### src/shared/aux_seq_pkg.sv
package aux_seq_pkg;

   // register indices; byte address is four times the index
   localparam logic [7:0] STEP10_CONFIG_INDEX = 8'h9A;
   localparam logic [7:0] STEP11_CONFIG_INDEX = 8'h9B;
   localparam logic [7:0] SEQ_CONTROL_INDEX   = 8'hA0;
   localparam logic [7:0] SEQ_STATUS_INDEX    = 8'hA1;

   // step configuration field positions
   localparam int STEP_ENABLE_BIT = 15;
   localparam int STEP_GAIN_HI    = 14;
   localparam int STEP_GAIN_LO    = 13;
   localparam int STEP_RSVD_HI    = 12;
   localparam int STEP_RSVD_LO    = 5;
   localparam int STEP_NEG_BIT    = 4;
   localparam int STEP_POS_HI     = 3;
   localparam int STEP_POS_LO     = 0;

   // reset values
   localparam logic [15:0] STEP10_CONFIG_RESET = 16'h000A;
   localparam logic [15:0] STEP11_CONFIG_RESET = 16'h000B;
   localparam logic [15:0] SEQ_CONTROL_RESET   = 16'h0000;

   // writable bits of a step word; reserved bits always read zero
   localparam logic [15:0] STEP_WRITE_MASK = 16'hE01F;

   // control and status bits
   localparam int CONTROL_RUN_BIT  = 0;
   localparam int STATUS_BUSY_BIT  = 0;
   localparam int STATUS_STEP_BIT  = 1;
   localparam int STATUS_AUTO_BIT  = 2;

   // gain codes and the factor each one gives
   localparam logic [1:0] GAIN_CODE_X1 = 2'h0;
   localparam logic [1:0] GAIN_CODE_X2 = 2'h1;
   localparam logic [2:0] GAIN_FACTOR_1 = 3'h1;
   localparam logic [2:0] GAIN_FACTOR_2 = 3'h2;
   localparam logic [2:0] GAIN_FACTOR_4 = 3'h4;

   // positive input codes
   localparam logic [3:0] POS_EXT_INPUT_7  = 4'h7;
   localparam logic [3:0] POS_TEMP_SENSOR  = 4'h8;
   localparam logic [3:0] POS_GROUND_SHORT = 4'h9;
   localparam logic [3:0] POS_TEST_DAC     = 4'hA;
   localparam logic [3:0] POS_ANALOG_SUPPLY_DIV4  = 4'hB;
   localparam logic [3:0] POS_IO_SUPPLY_DIV4      = 4'hC;
   localparam logic [3:0] POS_DIGITAL_SUPPLY_DIV2 = 4'hD;
   localparam logic [3:0] POS_ANALOG_POWER_DIV103 = 4'hE;
   localparam logic [3:0] POS_DIGITAL_POWER_DIV103 = 4'hF;

   // negative input source applied to the converter
   typedef enum logic [1:0] {
      NEG_ANALOG_GROUND = 2'h0,
      NEG_EXT_INPUT_7   = 2'h1,
      NEG_AUTOMATIC     = 2'h2
   } neg_source_t;

   // one step configuration word
   typedef struct packed {
      logic       enable;
      logic [1:0] gain_select;
      logic [7:0] reserved;
      logic       neg_input_select;
      logic [3:0] pos_input_select;
   } step_cfg_t;

   // selection that the sequencer drives into the converter front end
   typedef struct packed {
      logic [2:0]  gain_factor;
      logic [3:0]  pos_input;
      logic        pos_internal;
      neg_source_t neg_source;
   } mux_sel_t;

   // sequencer states, gray along idle -> step10 -> step11
   typedef enum logic [1:0] {
      SEQ_IDLE   = 2'h0,
      SEQ_STEP10 = 2'h1,
      SEQ_STEP11 = 2'h3
   } seq_state_t;

endpackage

### src/verilog/aux_step_decode.sv
// turns a stored step word into the converter front-end selection
module aux_step_decode (
   // stored step word
   input  wire aux_seq_pkg::step_cfg_t cfg,
   // decoded selection
   output aux_seq_pkg::mux_sel_t       sel
);

   // gain, positive and negative input decode
   always_comb begin
      unique case (cfg.gain_select)
         aux_seq_pkg::GAIN_CODE_X1: sel.gain_factor = aux_seq_pkg::GAIN_FACTOR_1;
         aux_seq_pkg::GAIN_CODE_X2: sel.gain_factor = aux_seq_pkg::GAIN_FACTOR_2;
         default: sel.gain_factor = aux_seq_pkg::GAIN_FACTOR_4;
      endcase
      sel.pos_input    = cfg.pos_input_select;
      // codes above the eighth external input pick internal sources
      sel.pos_internal = cfg.pos_input_select > aux_seq_pkg::POS_EXT_INPUT_7;
      if (sel.pos_internal) begin
         sel.neg_source = aux_seq_pkg::NEG_AUTOMATIC;
      end else if (cfg.neg_input_select) begin
         sel.neg_source = aux_seq_pkg::NEG_EXT_INPUT_7;
      end else begin
         sel.neg_source = aux_seq_pkg::NEG_ANALOG_GROUND;
      end
   end

endmodule

### src/verilog/aux_seq_steps.sv
// How it works
// - bit 15 puts step ten in sequence
// - gain code 00 x1, 01 x2, else x4
// - bits 12:5 read-only, always zero
// - bit 4 picks ground or eighth input
// - codes 0-7 pick external inputs 0-7
// - codes 8-15 pick internal sources
// - internal source forces automatic negative input
// - step ten at 9Ah, resets 000Ah
// - step eleven at 9Bh, resets 000Bh
// - step eleven uses same field layout
module aux_seq_steps (
   // clock and reset
   input  wire logic                  sys_clk,
   input  wire logic                  nrst,
   // wishbone classic slave
   input  wire logic                  wb_cyc_i,
   input  wire logic                  wb_stb_i,
   input  wire logic                  wb_we_i,
   input  wire logic [31:0]           wb_adr_i,
   input  wire logic [3:0]            wb_sel_i,
   input  wire logic [31:0]           wb_dat_i,
   output logic      [31:0]           wb_dat_o,
   output logic                       wb_ack_o,
   // converter handshake
   input  wire logic                  conv_done,
   output logic                       conv_request,
   output logic                       conv_step,
   output aux_seq_pkg::mux_sel_t      conv_sel
);

   aux_seq_pkg::step_cfg_t   step10_cfg;
   aux_seq_pkg::step_cfg_t   step11_cfg;
   logic [15:0]              seq_control;
   aux_seq_pkg::seq_state_t  seq_state;
   aux_seq_pkg::seq_state_t  next_seq_state;
   aux_seq_pkg::mux_sel_t    step10_sel;
   aux_seq_pkg::mux_sel_t    step11_sel;
   aux_seq_pkg::mux_sel_t    next_conv_sel;
   logic                     bus_req;
   logic                     bus_write;
   logic [15:0]              read_word;
   logic [15:0]              status_word;
   logic                     seq_run;

   // byte address to word index; upper address bits must be zero
   function automatic logic hit(input logic [31:0] adr,
                                input logic [7:0] index);
      hit = adr == {22'h000000, index, 2'h0};
   endfunction

   // merge write data into a 16-bit register under the byte enables
   function automatic logic [15:0] merge(input logic [15:0] old_word,
                                         input logic [31:0] data,
                                         input logic [3:0] sel,
                                         input logic [15:0] mask);
      logic [15:0] word;
      word = old_word;
      if (sel[0]) begin
         word[7:0] = data[7:0];
      end
      if (sel[1]) begin
         word[15:8] = data[15:8];
      end
      merge = word & mask;
   endfunction

   // request is taken once, in the cycle before ack rises
   assign bus_req   = wb_cyc_i & wb_stb_i & ~wb_ack_o;
   assign bus_write = bus_req & wb_we_i;
   assign seq_run   = seq_control[aux_seq_pkg::CONTROL_RUN_BIT];

   // one wait-free cycle answer; unmapped addresses are acked too
   always_ff @(posedge sys_clk or negedge nrst) begin
      if (!nrst) begin
         wb_ack_o <= 1'b0;
      end else begin
         wb_ack_o <= bus_req;
      end
   end

   // step ten word; reserved bits are masked so they never store
   always_ff @(posedge sys_clk or negedge nrst) begin
      if (!nrst) begin
         step10_cfg <= aux_seq_pkg::STEP10_CONFIG_RESET;
      end else if (bus_write &&
                   hit(wb_adr_i, aux_seq_pkg::STEP10_CONFIG_INDEX)) begin
         step10_cfg <= merge(step10_cfg, wb_dat_i, wb_sel_i,
                             aux_seq_pkg::STEP_WRITE_MASK);
      end
   end

   // step eleven word, same layout as step ten
   always_ff @(posedge sys_clk or negedge nrst) begin
      if (!nrst) begin
         step11_cfg <= aux_seq_pkg::STEP11_CONFIG_RESET;
      end else if (bus_write &&
                   hit(wb_adr_i, aux_seq_pkg::STEP11_CONFIG_INDEX)) begin
         step11_cfg <= merge(step11_cfg, wb_dat_i, wb_sel_i,
                             aux_seq_pkg::STEP_WRITE_MASK);
      end
   end

   // sequencer control: only the run bit is kept
   always_ff @(posedge sys_clk or negedge nrst) begin
      if (!nrst) begin
         seq_control <= aux_seq_pkg::SEQ_CONTROL_RESET;
      end else if (bus_write &&
                   hit(wb_adr_i, aux_seq_pkg::SEQ_CONTROL_INDEX)) begin
         seq_control <= merge(seq_control, wb_dat_i, wb_sel_i,
                              16'h0001);
      end
   end

   // status shows where the sequencer stands
   always_comb begin
      status_word = 16'h0000;
      status_word[aux_seq_pkg::STATUS_BUSY_BIT] =
         seq_state != aux_seq_pkg::SEQ_IDLE;
      status_word[aux_seq_pkg::STATUS_STEP_BIT] =
         seq_state == aux_seq_pkg::SEQ_STEP11;
      status_word[aux_seq_pkg::STATUS_AUTO_BIT] =
         conv_sel.neg_source == aux_seq_pkg::NEG_AUTOMATIC;
   end

   // read multiplexer; anything unmapped reads as zero
   always_comb begin
      read_word = 16'h0000;
      if (hit(wb_adr_i, aux_seq_pkg::STEP10_CONFIG_INDEX)) begin
         read_word = step10_cfg & aux_seq_pkg::STEP_WRITE_MASK;
      end else if (hit(wb_adr_i, aux_seq_pkg::STEP11_CONFIG_INDEX)) begin
         read_word = step11_cfg & aux_seq_pkg::STEP_WRITE_MASK;
      end else if (hit(wb_adr_i, aux_seq_pkg::SEQ_CONTROL_INDEX)) begin
         read_word = seq_control;
      end else if (hit(wb_adr_i, aux_seq_pkg::SEQ_STATUS_INDEX)) begin
         read_word = status_word;
      end
   end

   // read data is captured with the ack of a read and held until the next read
   always_ff @(posedge sys_clk or negedge nrst) begin
      if (!nrst) begin
         wb_dat_o <= 32'h00000000;
      end else if (bus_req && !wb_we_i) begin
         wb_dat_o <= {16'h0000, read_word};
      end
   end

   // per-step decode of the stored words
   aux_step_decode u_step10_decode (
      .cfg (step10_cfg),
      .sel (step10_sel)
   );

   aux_step_decode u_step11_decode (
      .cfg (step11_cfg),
      .sel (step11_sel)
   );

   // next step: walk forward, skipping disabled steps, wrap around
   always_comb begin
      next_seq_state = seq_state;
      if (!seq_run) begin
         next_seq_state = aux_seq_pkg::SEQ_IDLE;
      end else begin
         unique case (seq_state)
            aux_seq_pkg::SEQ_IDLE: begin
               if (step10_cfg.enable) begin
                  next_seq_state = aux_seq_pkg::SEQ_STEP10;
               end else if (step11_cfg.enable) begin
                  next_seq_state = aux_seq_pkg::SEQ_STEP11;
               end
            end
            aux_seq_pkg::SEQ_STEP10: begin
               if (conv_done) begin
                  if (step11_cfg.enable) begin
                     next_seq_state = aux_seq_pkg::SEQ_STEP11;
                  end else if (!step10_cfg.enable) begin
                     next_seq_state = aux_seq_pkg::SEQ_IDLE;
                  end
               end
            end
            aux_seq_pkg::SEQ_STEP11: begin
               if (conv_done) begin
                  if (step10_cfg.enable) begin
                     next_seq_state = aux_seq_pkg::SEQ_STEP10;
                  end else if (!step11_cfg.enable) begin
                     next_seq_state = aux_seq_pkg::SEQ_IDLE;
                  end
               end
            end
            default: next_seq_state = aux_seq_pkg::SEQ_IDLE;
         endcase
      end
   end

   // sequencer state
   always_ff @(posedge sys_clk or negedge nrst) begin
      if (!nrst) begin
         seq_state <= aux_seq_pkg::SEQ_IDLE;
      end else begin
         seq_state <= next_seq_state;
      end
   end

   // selection for the step about to run; held while idle so the
   // front end does not glitch between sequences
   // loaded only when a step starts, so a word rewritten mid-step
   // takes effect at the next advance, never under a running step
   always_comb begin
      next_conv_sel = conv_sel;
      if (seq_state == aux_seq_pkg::SEQ_IDLE || conv_done) begin
         if (next_seq_state == aux_seq_pkg::SEQ_STEP10) begin
            next_conv_sel = step10_sel;
         end else if (next_seq_state == aux_seq_pkg::SEQ_STEP11) begin
            next_conv_sel = step11_sel;
         end
      end
   end

   // selection register; it moves on the same edge as the state, so the
   // front end never sees one step's gain with another step's inputs
   always_ff @(posedge sys_clk or negedge nrst) begin
      if (!nrst) begin
         conv_sel <= '0;
      end else begin
         conv_sel <= next_conv_sel;
      end
   end

   // busy level towards the converter
   always_ff @(posedge sys_clk or negedge nrst) begin
      if (!nrst) begin
         conv_request <= 1'b0;
      end else begin
         conv_request <= next_seq_state != aux_seq_pkg::SEQ_IDLE;
      end
   end

   // which step runs; low while idle as well
   always_ff @(posedge sys_clk or negedge nrst) begin
      if (!nrst) begin
         conv_step <= 1'b0;
      end else begin
         conv_step <= next_seq_state == aux_seq_pkg::SEQ_STEP11;
      end
   end

endmodule

### config.mk
export PLATFORM = sky130hd
export DESIGN_NAME = aux_seq_steps
export DESIGN_NICKNAME = d
export VERILOG_FILES = /design/src/shared/aux_seq_pkg.sv /design/src/verilog/aux_step_decode.sv /design/src/verilog/aux_seq_steps.sv
export SDC_FILE = /design/constraint.sdc
export NUM_CORES = 1
export LEC_CHECK = 0
export BUFFER_PORTS_ARGS = -buffer_cell sky130_fd_sc_hd__buf_2
export CAP_MARGIN = 20
export CORE_ASPECT_RATIO = 0.7
export CORE_MARGIN = 5
export CORE_UTILIZATION = 45
export CTS_BUF_LIST = sky130_fd_sc_hd__clkbuf_2
export CTS_CLUSTER_DIAMETER = 150
export DETAILED_ROUTE_END_ITERATION = 12
export PLACE_DENSITY = 0.83
export SYNTH_ARGS = -nofsm -noshare
export SYNTH_HDL_FRONTEND = slang
export SYNTH_SLANG_ARGS = --single-unit
### constraint.sdc
create_clock -name sys_clk -period 1.85 [get_ports sys_clk]
set_input_delay 0.0925 -clock sys_clk [delete_from_list [all_inputs] [get_ports sys_clk]]
set_output_delay 0.0925 -clock sys_clk [all_outputs]
set_load 0.01 [all_outputs]
==> impl_metrics.env, run 1 <==
export IMPL_synthTopCellsByCount="dfrtp_1, buf_4, mux2_1"
export IMPL_antenna_found_initial=0
export IMPL_clkSlewWorstSetupHoldPaths_ns=0.21
export IMPL_critPathLaunchType="flop"
export IMPL_synth_cells=199
export IMPL_regToRegSetupSlack_ns=0.07
export IMPL_fin_worst_skew_ns=0.0261
export IMPL_clkPwrFrac=0.334
export IMPL_crit_fanout=3
export IMPL_drt_iter0_drc=103
export IMPL_synthArstFlopShare=1.00
export IMPL_rsz0062_at_grt="no"
export IMPL_grt_first_pass_wirelength_um=8380
export IMPL_setup_viol=0
export IMPL_cts_tree="built"
export IMPL_syn_area_per_cell_sq_um=10.6
export IMPL_die_h_um=67.2
export IMPL_power_internal_uw=1150
export IMPL_hold_end="seq_control[0]$_DFFE_PN0P_"
export IMPL_hold_viol=0
export IMPL_grt_util_met1=0.227
export IMPL_hpwl_um=4090
export IMPL_rr_startpoint="wb_ack_o$_DFF_PN0_"
export IMPL_io_pins=119
export IMPL_antenna_diode_count=0
export IMPL_peakVddDrop_v=0.000364
export IMPL_rows=20
export IMPL_cts_buffers=5
export IMPL_drv_slew=0
export IMPL_die_area_sq_um=6160
export IMPL_switching_share=0.241
export IMPL_worst_r2r_path_depth=6
export IMPL_worst_hold_path_type="input port to flop"
export IMPL_cts_path_max_buffers=2
export IMPL_port_buffers=68
export IMPL_grt_ovfl_total=0
export IMPL_status="complete, no violations"
export IMPL_fill_cells=369
export IMPL_synthFlopType="dfrtp_1"
export IMPL_timing_fmax_mhz=561
export IMPL_finalPower_uw=1510
export IMPL_maxSlewHeadroom=0.484
export IMPL_tightest_slew_ns=0.773
export IMPL_path_class="flop to flop"
export IMPL_die_w_um=91.7
export IMPL_period_share=0.964
export IMPL_ys_seq_area_frac=0.467
export IMPL_grt_pass1_vias=1809
export IMPL_synth_edff_count=0
export IMPL_grt_busiest_layer="met2"
export IMPL_synthMostInstantiatedCell="dfrtp_1"
export IMPL_use_met2=0.291
export IMPL_p_leak_uw=0.00142
export IMPL_initial_core_util=0.475
export IMPL_htree_levels=2
export IMPL_arrival_ns=2.09
export IMPL_final_layout_size_suffix_gt1_frac=0.380
export IMPL_synth_top_cell_by_area="dfrtp_1"
export IMPL_fin_tns_setup_ns=0
export IMPL_synth_top_area_frac=0.405
export IMPL_worst_setup_path_end_kind="flop"
export IMPL_remaining_drc_errors=0
export IMPL_r2r_end="step10_cfg[14]$_DFFE_PN0P_"
export IMPL_fin_crit_ns=1.78
export IMPL_cap_viol_max_count=0
export IMPL_vias_per_cell=5.06
export IMPL_min_from="wb_sel_i[0]"
export IMPL_ys_seq_elements=39
export IMPL_switchingPower_uw=363
export IMPL_pwr_share_comb=0.099
export IMPL_cellPowerDensity_nw_per_um2=549
export IMPL_yosysUniqueCellTypes=39
export IMPL_place_congestion=0.824
export IMPL_coreArea_sq_um=4430
export IMPL_ctsRootBufferMaster="clkbuf_2"
export IMPL_vias=1796
export IMPL_yosys_warnings=0
export IMPL_netlist_area_sq_um=2100
export IMPL_cts_sinks=39
export IMPL_track_usage=0.175
export IMPL_clk_insertion_delay_late_ns=0.40
export IMPL_synth_top_cells_by_area="dfrtp_1, buf_4, mux2_1"
export IMPL_antenna_left=0
export IMPL_grt_max_degree=37
export IMPL_fin_cells=355
export IMPL_synthToLayoutAreaGrowth_pct=30.6
export IMPL_use_met3=0.0457
export IMPL_seqPwrFrac=0.567
export IMPL_holdPathStages=3
export IMPL_dr_pass1_iters=4
export IMPL_nets=373
export IMPL_place_inst=333
export IMPL_worstPathRequired_ns=2.16
export IMPL_wl_um=5170
export IMPL_wl_per_cell_um=14.6
-- worst max-delay path, stage by stage, from the launching register on --
cell     delay (ns)
dfrtp_1        0.42
and3b_2        0.25
nand2_1        0.11
nor3_4         0.21
buf_6          0.14
and3b_2        0.23
mux2_1         0.34
-- placed cells by master, fill, tap and decap left out, drive strengths merged, types with 2 or more instances in the layout --
master       count
a21oi            9
a31oi            3
a41oi            2
and3b            3
buf             89
clkbuf           5
clkinv           2
conb            24
dfrtp           34
dfstp            5
dlygate4sd3     11
inv              6
mux2            17
mux2i            6
nand2           13
nand2b           2
nand3            3
nand3b           3
nand4            3
nand4b           3
nor2            11
nor2b            5
nor4             6
o21ai           20
or3              3
-- power groups by stage --
stage,Sequential [uW],Combinational (uW),Clock (uW)
floorplan,871,81.9,0
global placement,870,127,0
detailed placement,870,131,0
CTS,856,149,521
global route,857,167,561
finish,856,149,503
-- what timing repair did --
action	CTS	global route
setup buffers	0	3
gates cloned	0	0
pin swaps	0	1
hold buffers	11	0
endpoints found under the hold margin	52	0
gates resized for setup	2	5
endpoints found under the setup margin	6	18
-- per-stage QoR --
stage | hold slack, ns | instance area [sq um] | setup WS [ns] | util
after floorplan | -0.203 | 2190 | 0.171 | -
after global placement | 0.214 | 2520 | 0.0321 | 0.570
after detailed placement | 0.212 | 2520 | -0.0221 | 0.570
after CTS | 0.0332 | 2710 | 0.0162 | 0.611
after global routing | 0.0567 | 2750 | 0.00728 | 0.620
final | 0.0610 | 2750 | 0.0675 | 0.620
-- sequential cells by signal, indices dropped and copies added, names as in the netlist --
name and flops:
wb_ack_o 1, conv_request 1, step11_cfg 8, step10_cfg 8, conv_sel 9, seq_control 1
wb_dat_o 8, conv_step 1, seq_state 2
-- cells by family after synthesis --
group           after synthesis  synth area share
mux                          23             0.120
buf+inv                      36             0.111
compound gates               39             0.112
flops                        39             0.467
other cells                   1           0.00178
simple gates                 61             0.189
-- layer usage --
| metal | part of all wire | vias up |
|---|---|---|
| li1 | - | 866 |
| met1 | 0.43 | 862 |
| met2 | 0.48 | 61 |
| met3 | 0.078 | 7 |
| met4 | 0.010 | 0 |
| met5 | 0 | - |
-- area by class of cell --
cell class | instances | area (sq um) | area share
multi-input cells | 147 | 998 | 0.363
flip-flops and latches | 39 | 982 | 0.357
clock inverters | 3 | 38.8 | 0.0141
clock buffers | 5 | 25.0 | 0.00911
inverters | 6 | 22.5 | 0.00820
well taps | 55 | 68.8 | 0.0250
repair buffers | 100 | 612 | 0.223
-- worst max-delay path by stage --
stage	from	slack (ns)	end	cells past startpoint
CTS	wb_ack_o$_DFF_PN0_	0.02	step10_cfg[2]$_DFFE_PN0P_	5
detailed placement	wb_ack_o$_DFF_PN0_	-0.02	step10_cfg[14]$_DFFE_PN0P_	6
global placement	wb_ack_o$_DFF_PN0_	0.03	step10_cfg[14]$_DFFE_PN0P_	6
global route	step11_cfg[15]$_DFFE_PN0P_	0.007	conv_sel[7]$_DFFE_PN0P_	6
floorplan	wb_ack_o$_DFF_PN0_	0.17	step10_cfg[0]$_DFFE_PN0P_	6
finish	wb_ack_o$_DFF_PN0_	0.07	step10_cfg[14]$_DFFE_PN0P_	6
(Power assumes the default switching activity.)
==> run 2, diff against run 1 <==
==> constraint.sdc (replaced) <==
create_clock -name sys_clk -period 2 [get_ports sys_clk]
set_input_delay 0.1 -clock sys_clk [delete_from_list [all_inputs] [get_ports sys_clk]]
set_output_delay 0.1 -clock sys_clk [all_outputs]
set_load 0.01 [all_outputs]
==> run 2 against run 1 <==
Final area is 4.3% lower. Final cell count is 4.2% lower. Via count is 3.5% lower. Largest power group unchanged.
==> impl_metrics.env, run 2 (synthesis gave the netlist of run 1 again) <==
export IMPL_timing_fmax_mhz=534
export IMPL_dr_pass1_iters=4
export IMPL_cts_path_max_buffers=2
export IMPL_cts_tree="built"
export IMPL_synthToLayoutAreaGrowth_pct=25.0
export IMPL_drv_slew=0
export IMPL_min_from="wb_sel_i[0]"
export IMPL_worst_setup_path_end_kind="flop"
export IMPL_clk_insertion_delay_late_ns=0.40
export IMPL_setup_viol=0
export IMPL_maxSlewHeadroom=0.431
export IMPL_final_layout_size_suffix_gt1_frac=0.337
export IMPL_clkSlewWorstSetupHoldPaths_ns=0.21
export IMPL_crit_path_max_incr_delay_ns=0.42
export IMPL_cap_viol_max_count=0
export IMPL_path_common_cell="and3b_1"
export IMPL_vias_per_cell=5.10
export IMPL_vias=1733
export IMPL_die_h_um=67.2
export IMPL_cellPowerDensity_nw_per_um2=536
export IMPL_antenna_found_initial=0
export IMPL_hpwl_um=3860
export IMPL_regArea_sq_um=982
export IMPL_holdWs_ns=0.0890
export IMPL_fin_crit_ns=1.87
export IMPL_cts_sinks=39
export IMPL_top_register="conv_sel"
export IMPL_dp_slack_ns=0.104
export IMPL_placed_area_sq_um=2430
export IMPL_initial_core_util=0.475
export IMPL_crit_fanout=5
export IMPL_die_area_sq_um=6160
export IMPL_wl_um=4900
export IMPL_multi_input_area_sq_um=992
export IMPL_path_cells="and3b_1, nand2_1, nor3_4, and3b_1, mux2_1"
export IMPL_post_route_util=0.594
export IMPL_grt_ovfl_total=0
export IMPL_path_class="flop to flop"
export IMPL_tightest_slew_ns=0.854
export IMPL_worst_hold_path_type="input port to flop"
export IMPL_track_usage=0.163
export IMPL_cts_buffers=5
export IMPL_nets=358
export IMPL_grt_max_degree=40
export IMPL_fin_area_sq_um=2630
export IMPL_final_common_cell="buf_2"
export IMPL_remaining_drc_errors=0
export IMPL_worstPathRequired_ns=2.28
export IMPL_coreArea_sq_um=4430
export IMPL_antenna_diode_count=0
export IMPL_crit_path_start="wb_ack_o$_DFF_PN0_"
export IMPL_p_leak_uw=0.00135
export IMPL_fin_worst_skew_ns=0.0347
export IMPL_htree_levels=2
export IMPL_grt_pass1_vias=1632
export IMPL_fill_cells=365
export IMPL_peakVddDrop_v=0.000396
export IMPL_wl_per_cell_um=14.4
export IMPL_die_w_um=91.7
export IMPL_drt_iter0_drc=80
export IMPL_layout_setup_ws_ns=0.128
export IMPL_period_share=0.936
export IMPL_port_buffers=68
export IMPL_hold_viol=0
export IMPL_fin_tns_setup_ns=0
export IMPL_grt_first_pass_wirelength_um=7940
export IMPL_antenna_left=0
export IMPL_final_cell_mix="buf_2, dfrtp_1, conb_1"
export IMPL_largest_reg_flops=9
export IMPL_rsz0062_at_grt="no"
export IMPL_critPathSlowestCell="dfrtp_1"
export IMPL_arrival_ns=2.15
export IMPL_status="complete, no violations"
export IMPL_io_pins=119
export IMPL_ctsRootBufferMaster="clkbuf_2"
export IMPL_rows=20
export IMPL_critPathLaunchType="flop"
export IMPL_place_congestion=0.787
export IMPL_rr_startpoint="wb_ack_o$_DFF_PN0_"
-- run 2: cell types whose count changed in the layout (fill, tap and decap cells not counted) --
cell / before / now
and3b_1: 0 / 3
and3b_2: 3 / 0
clkinv_4: 0 / 1
nor2b_1: 4 / 5
buf_6: 1 / 0
nor2b_2: 1 / 0
buf_4: 20 / 6
clkinv_1: 1 / 0
-- run 2: power breakdown --
group | internal, uW | total, uW | switching [uW]
Sequential | 792 | 792 | 0.387
Combinational | 58.2 | 133 | 74.7
Clock | 212 | 486 | 274
-- run 2: path summary, 6_finish.rpt --
path                       cells past startpoint                         end  slack [ns]
hold reg to reg                                2     wb_dat_o[0]$_DFFE_PN0P_        0.49
max in group asynchronous                      2   step11_cfg[4]$_DFFE_PN0P_        1.13
hold / removal                                 3  seq_control[0]$_DFFE_PN0P_        0.09
setup reg to reg                               5   step10_cfg[0]$_DFFE_PN0P_        0.13
setup / recovery                               5   step10_cfg[0]$_DFFE_PN0P_        0.13
min in group asynchronous                      2  step11_cfg[13]$_DFFE_PN0P_        0.31
-- run 2: area by class of cell --
| class | instances | share of cell area |
|---|---|---|
| Inverter | 6 | 0.00856 |
| Sequential cell | 39 | 0.373 |
| Multi-Input combinational cell | 147 | 0.377 |
| Timing Repair Buffer | 85 | 0.188 |
| Tap cell | 55 | 0.0262 |
| Clock buffer | 5 | 0.00951 |
| Clock inverter | 3 | 0.0167 |
-- run 2: metrics by stage --
stage	total power (uW)	cells
2_1_floorplan	882	222
3_3_place_gp	918	321
3_5_place_dp	920	321
4_1_cts	1420	340
5_1_grt	1470	340
6_report	1410	340
-- run 2: routing by layer --
| metal | vias to the layer above | GRT usage | part of all wire |
|---|---|---|---|
| met3 | 5 | 0.0412 | 0.086 |
| met1 | 821 | 0.226 | 0.44 |
| li1 | 841 | - | - |
| met2 | 66 | 0.261 | 0.47 |
| met5 | - | 0 | 0 |
| met4 | 0 | 0.0352 | 0.0051 |
-- run 2: what timing repair did --
item	4_1_cts	5_1_grt
hold endpoints to repair	52	0
buffers inserted	0	0
hold buffers	11	0
setup endpoints to repair	0	6
resized for setup	0	2
-- run 2: critical path, delay by kind of cell (launching register included) --
family / cells / cell delay, ns
flip-flops: 1 / 0.42
multiplexers: 1 / 0.35
AND/OR/NAND/NOR: 4 / 0.99
==> run 3, diff against run 2 <==
--- a/config.mk
+++ b/config.mk
@@ -7,8 +7,8 @@
 export LEC_CHECK = 0
 export BUFFER_PORTS_ARGS = -buffer_cell sky130_fd_sc_hd__buf_2
 export CAP_MARGIN = 20
-export CORE_ASPECT_RATIO = 0.7
-export CORE_MARGIN = 5
+export CORE_ASPECT_RATIO = 2
+export CORE_MARGIN = 2
 export CORE_UTILIZATION = 45
 export CTS_BUF_LIST = sky130_fd_sc_hd__clkbuf_2
 export CTS_CLUSTER_DIAMETER = 150
==> run 3 against run 2 <==
Count of clock-buffer cells in the layout stayed put. Non-clock buffer count grew 1. Sequential power barely moved. Via count increased by 1.8%. Critical endpoint is now step10_cfg[15]$_DFFE_PN0P_. Largest power group unchanged.
==> impl_metrics.env, run 3 (synthesis gave the netlist of run 1 again) <==
export IMPL_multi_input_area_sq_um=975
export IMPL_initial_core_util=0.462
export IMPL_drv_slew=0
export IMPL_cts_sinks=39
export IMPL_ctsRootBufferMaster="clkbuf_2"
export IMPL_vias=1764
export IMPL_holdWs_ns=0.0815
export IMPL_fin_cells=341
export IMPL_period_share=0.880
export IMPL_crit_path_start="wb_ack_o$_DFF_PN0_"
export IMPL_finalPower_uw=1260
export IMPL_grt_first_pass_wirelength_um=7600
export IMPL_post_cts_setup_buffers=0
export IMPL_antenna_left=0
export IMPL_dr_pass1_iters=4
export IMPL_crit_path_max_incr_delay_ns=0.42
export IMPL_cts_path_max_buffers=2
export IMPL_io_pins=119
export IMPL_min_from="wb_sel_i[0]"
export IMPL_htree_levels=2
export IMPL_switching_share=0.264
export IMPL_power_internal_uw=927
export IMPL_worst_hold_path_type="input port to flop"
export IMPL_path_common_cell="and3b_1"
export IMPL_fin_tns_setup_ns=0
export IMPL_antenna_diode_count=0
export IMPL_place_inst=322
export IMPL_antenna_found_initial=0
export IMPL_critPathSlowestCell="dfrtp_1"
export IMPL_timing_fmax_mhz=568
export IMPL_cellPowerDensity_nw_per_um2=486
export IMPL_status="complete, no violations"
export IMPL_cp_num_buf_inv=1
export IMPL_nets=359
export IMPL_die_area_sq_um=5270
export IMPL_rsz0062_at_grt="no"
export IMPL_largest_reg_flops=9
export IMPL_tightest_slew_ns=0.871
export IMPL_rr_startpoint="wb_ack_o$_DFF_PN0_"
export IMPL_top_register="conv_sel"
export IMPL_pwr_share_comb=0.105
export IMPL_hold_viol=0
export IMPL_worstPathRequired_ns=2.29
export IMPL_grt_pass1_vias=1712
export IMPL_maxSlewHeadroom=0.419
export IMPL_cap_viol_max_count=0
export IMPL_critPathLaunchType="flop"
export IMPL_regArea_sq_um=982
export IMPL_die_h_um=101
export IMPL_port_buffers=68
export IMPL_wl_um=4680
export IMPL_cts_buffers=5
export IMPL_grt_max_degree=40
export IMPL_clk_insertion_delay_late_ns=0.40
export IMPL_wl_per_cell_um=13.7
export IMPL_p_leak_uw=0.00132
export IMPL_setup_viol=0
export IMPL_synthToLayoutAreaGrowth_pct=23.2
export IMPL_worst_setup_path_end_kind="flop"
export IMPL_seqPwrFrac=0.629
export IMPL_vias_per_cell=5.17
export IMPL_hpwl_um=3730
export IMPL_grt_ovfl_total=0
export IMPL_coreArea_sq_um=4550
export IMPL_clkPwrFrac=0.266
export IMPL_path_class="flop to flop"
export IMPL_arrival_ns=2.05
export IMPL_peakVddDrop_v=0.000343
export IMPL_cp_top_family="simple AND/OR/NAND/NOR gates"
export IMPL_final_cell_mix="buf_2, dfrtp_1, conb_1"
export IMPL_cts_tree="built"
export IMPL_die_w_um=52.3
export IMPL_final_layout_size_suffix_gt1_frac=0.332
export IMPL_fin_worst_skew_ns=0.0207
export IMPL_switchingPower_uw=332
export IMPL_path_cells="and3b_1, nand2_1, nor3_2, buf_4, and3b_1, mux2_1"
export IMPL_track_usage=0.193
export IMPL_place_congestion=0.874
export IMPL_fill_cells=418
export IMPL_remaining_drc_errors=0
export IMPL_final_common_cell="buf_2"
export IMPL_drt_iter0_drc=31
export IMPL_crit_fanout=3
export IMPL_clkSlewWorstSetupHoldPaths_ns=0.18
export IMPL_fin_crit_ns=1.76
export IMPL_rows=35
==> run 3: cell types whose count changed in the layout (fill, tap and decap cells not counted) <==
cell and change:
clkinv_1 +2, buf_4 +1, bufinv_16 -1, clkinv_2 -1, clkinv_4 -1, clkinvlp_4 +1, nor3_2 +1, nor3_4 -1
o2111ai_2 +1, o2111ai_4 -1
==> run 3: worst paths after layout <==
check | slack (ns) | cells past startpoint | to
hold / removal | 0.08 | 3 | seq_control[0]$_DFFE_PN0P_
hold reg to reg | 0.49 | 2 | wb_dat_o[0]$_DFFE_PN0P_
min in group asynchronous | 0.33 | 2 | wb_dat_o[2]$_DFFE_PN0P_
max in group asynchronous | 1.12 | 2 | seq_control[0]$_DFFE_PN0P_
setup reg to reg | 0.24 | 6 | step10_cfg[15]$_DFFE_PN0P_
setup / recovery | 0.24 | 6 | step10_cfg[15]$_DFFE_PN0P_
==> run 3: cell type report <==
class                           instances  area share
Timing Repair Buffer                   86       0.194
Multi-Input combinational cell        147       0.376
Tap cell                               55      0.0266
Inverter                                6     0.00869
Clock inverter                          3     0.00579
Sequential cell                        39       0.379
Clock buffer                            5     0.00966
==> run 3: routing by layer <==
| layer | track usage | share of wire | up-vias |
|---|---|---|---|
| met3 | 0.0252 | 0.059 | 8 |
| li1 | - | - | 832 |
| met1 | 0.203 | 0.35 | 843 |
| met5 | 0 | 0 | - |
| met2 | 0.363 | 0.56 | 81 |
| met4 | 0.0828 | 0.024 | 0 |
==> run 3: repair_timing <==
item / 4_1_cts / 5_1_grt
gates resized for setup: 0 / 0
endpoints found under the hold margin: 52 / 0
hold buffers: 11 / 0
==> run 3: tightest hold or removal path, delay by kind of cell <==
kind | cells | cell delay [ns]
muxes | 1 | 0.14
buffers and inverters | 1 | 0.12
and+or+nand+nor | 1 | 0.09
==> run 3: power groups by stage <==
stage / registers [uW] / logic (uW) / clock network (uW)
floorplan: 806 / 75.7 / 0
global placement: 805 / 113 / 0
detailed placement: 805 / 117 / 0
CTS: 792 / 133 / 348
global route: 793 / 148 / 382
finish: 792 / 132 / 335
==> run 3: per-stage QoR <==
stage	worst slack [ns]	util	instance area (sq um)
final	0.239	0.569	2590
after CTS	0.222	0.569	2590
after global routing	0.113	0.569	2590
after detailed placement	0.204	0.536	2440
after floorplan	0.321	-	2190
after global placement	0.251	0.536	2440
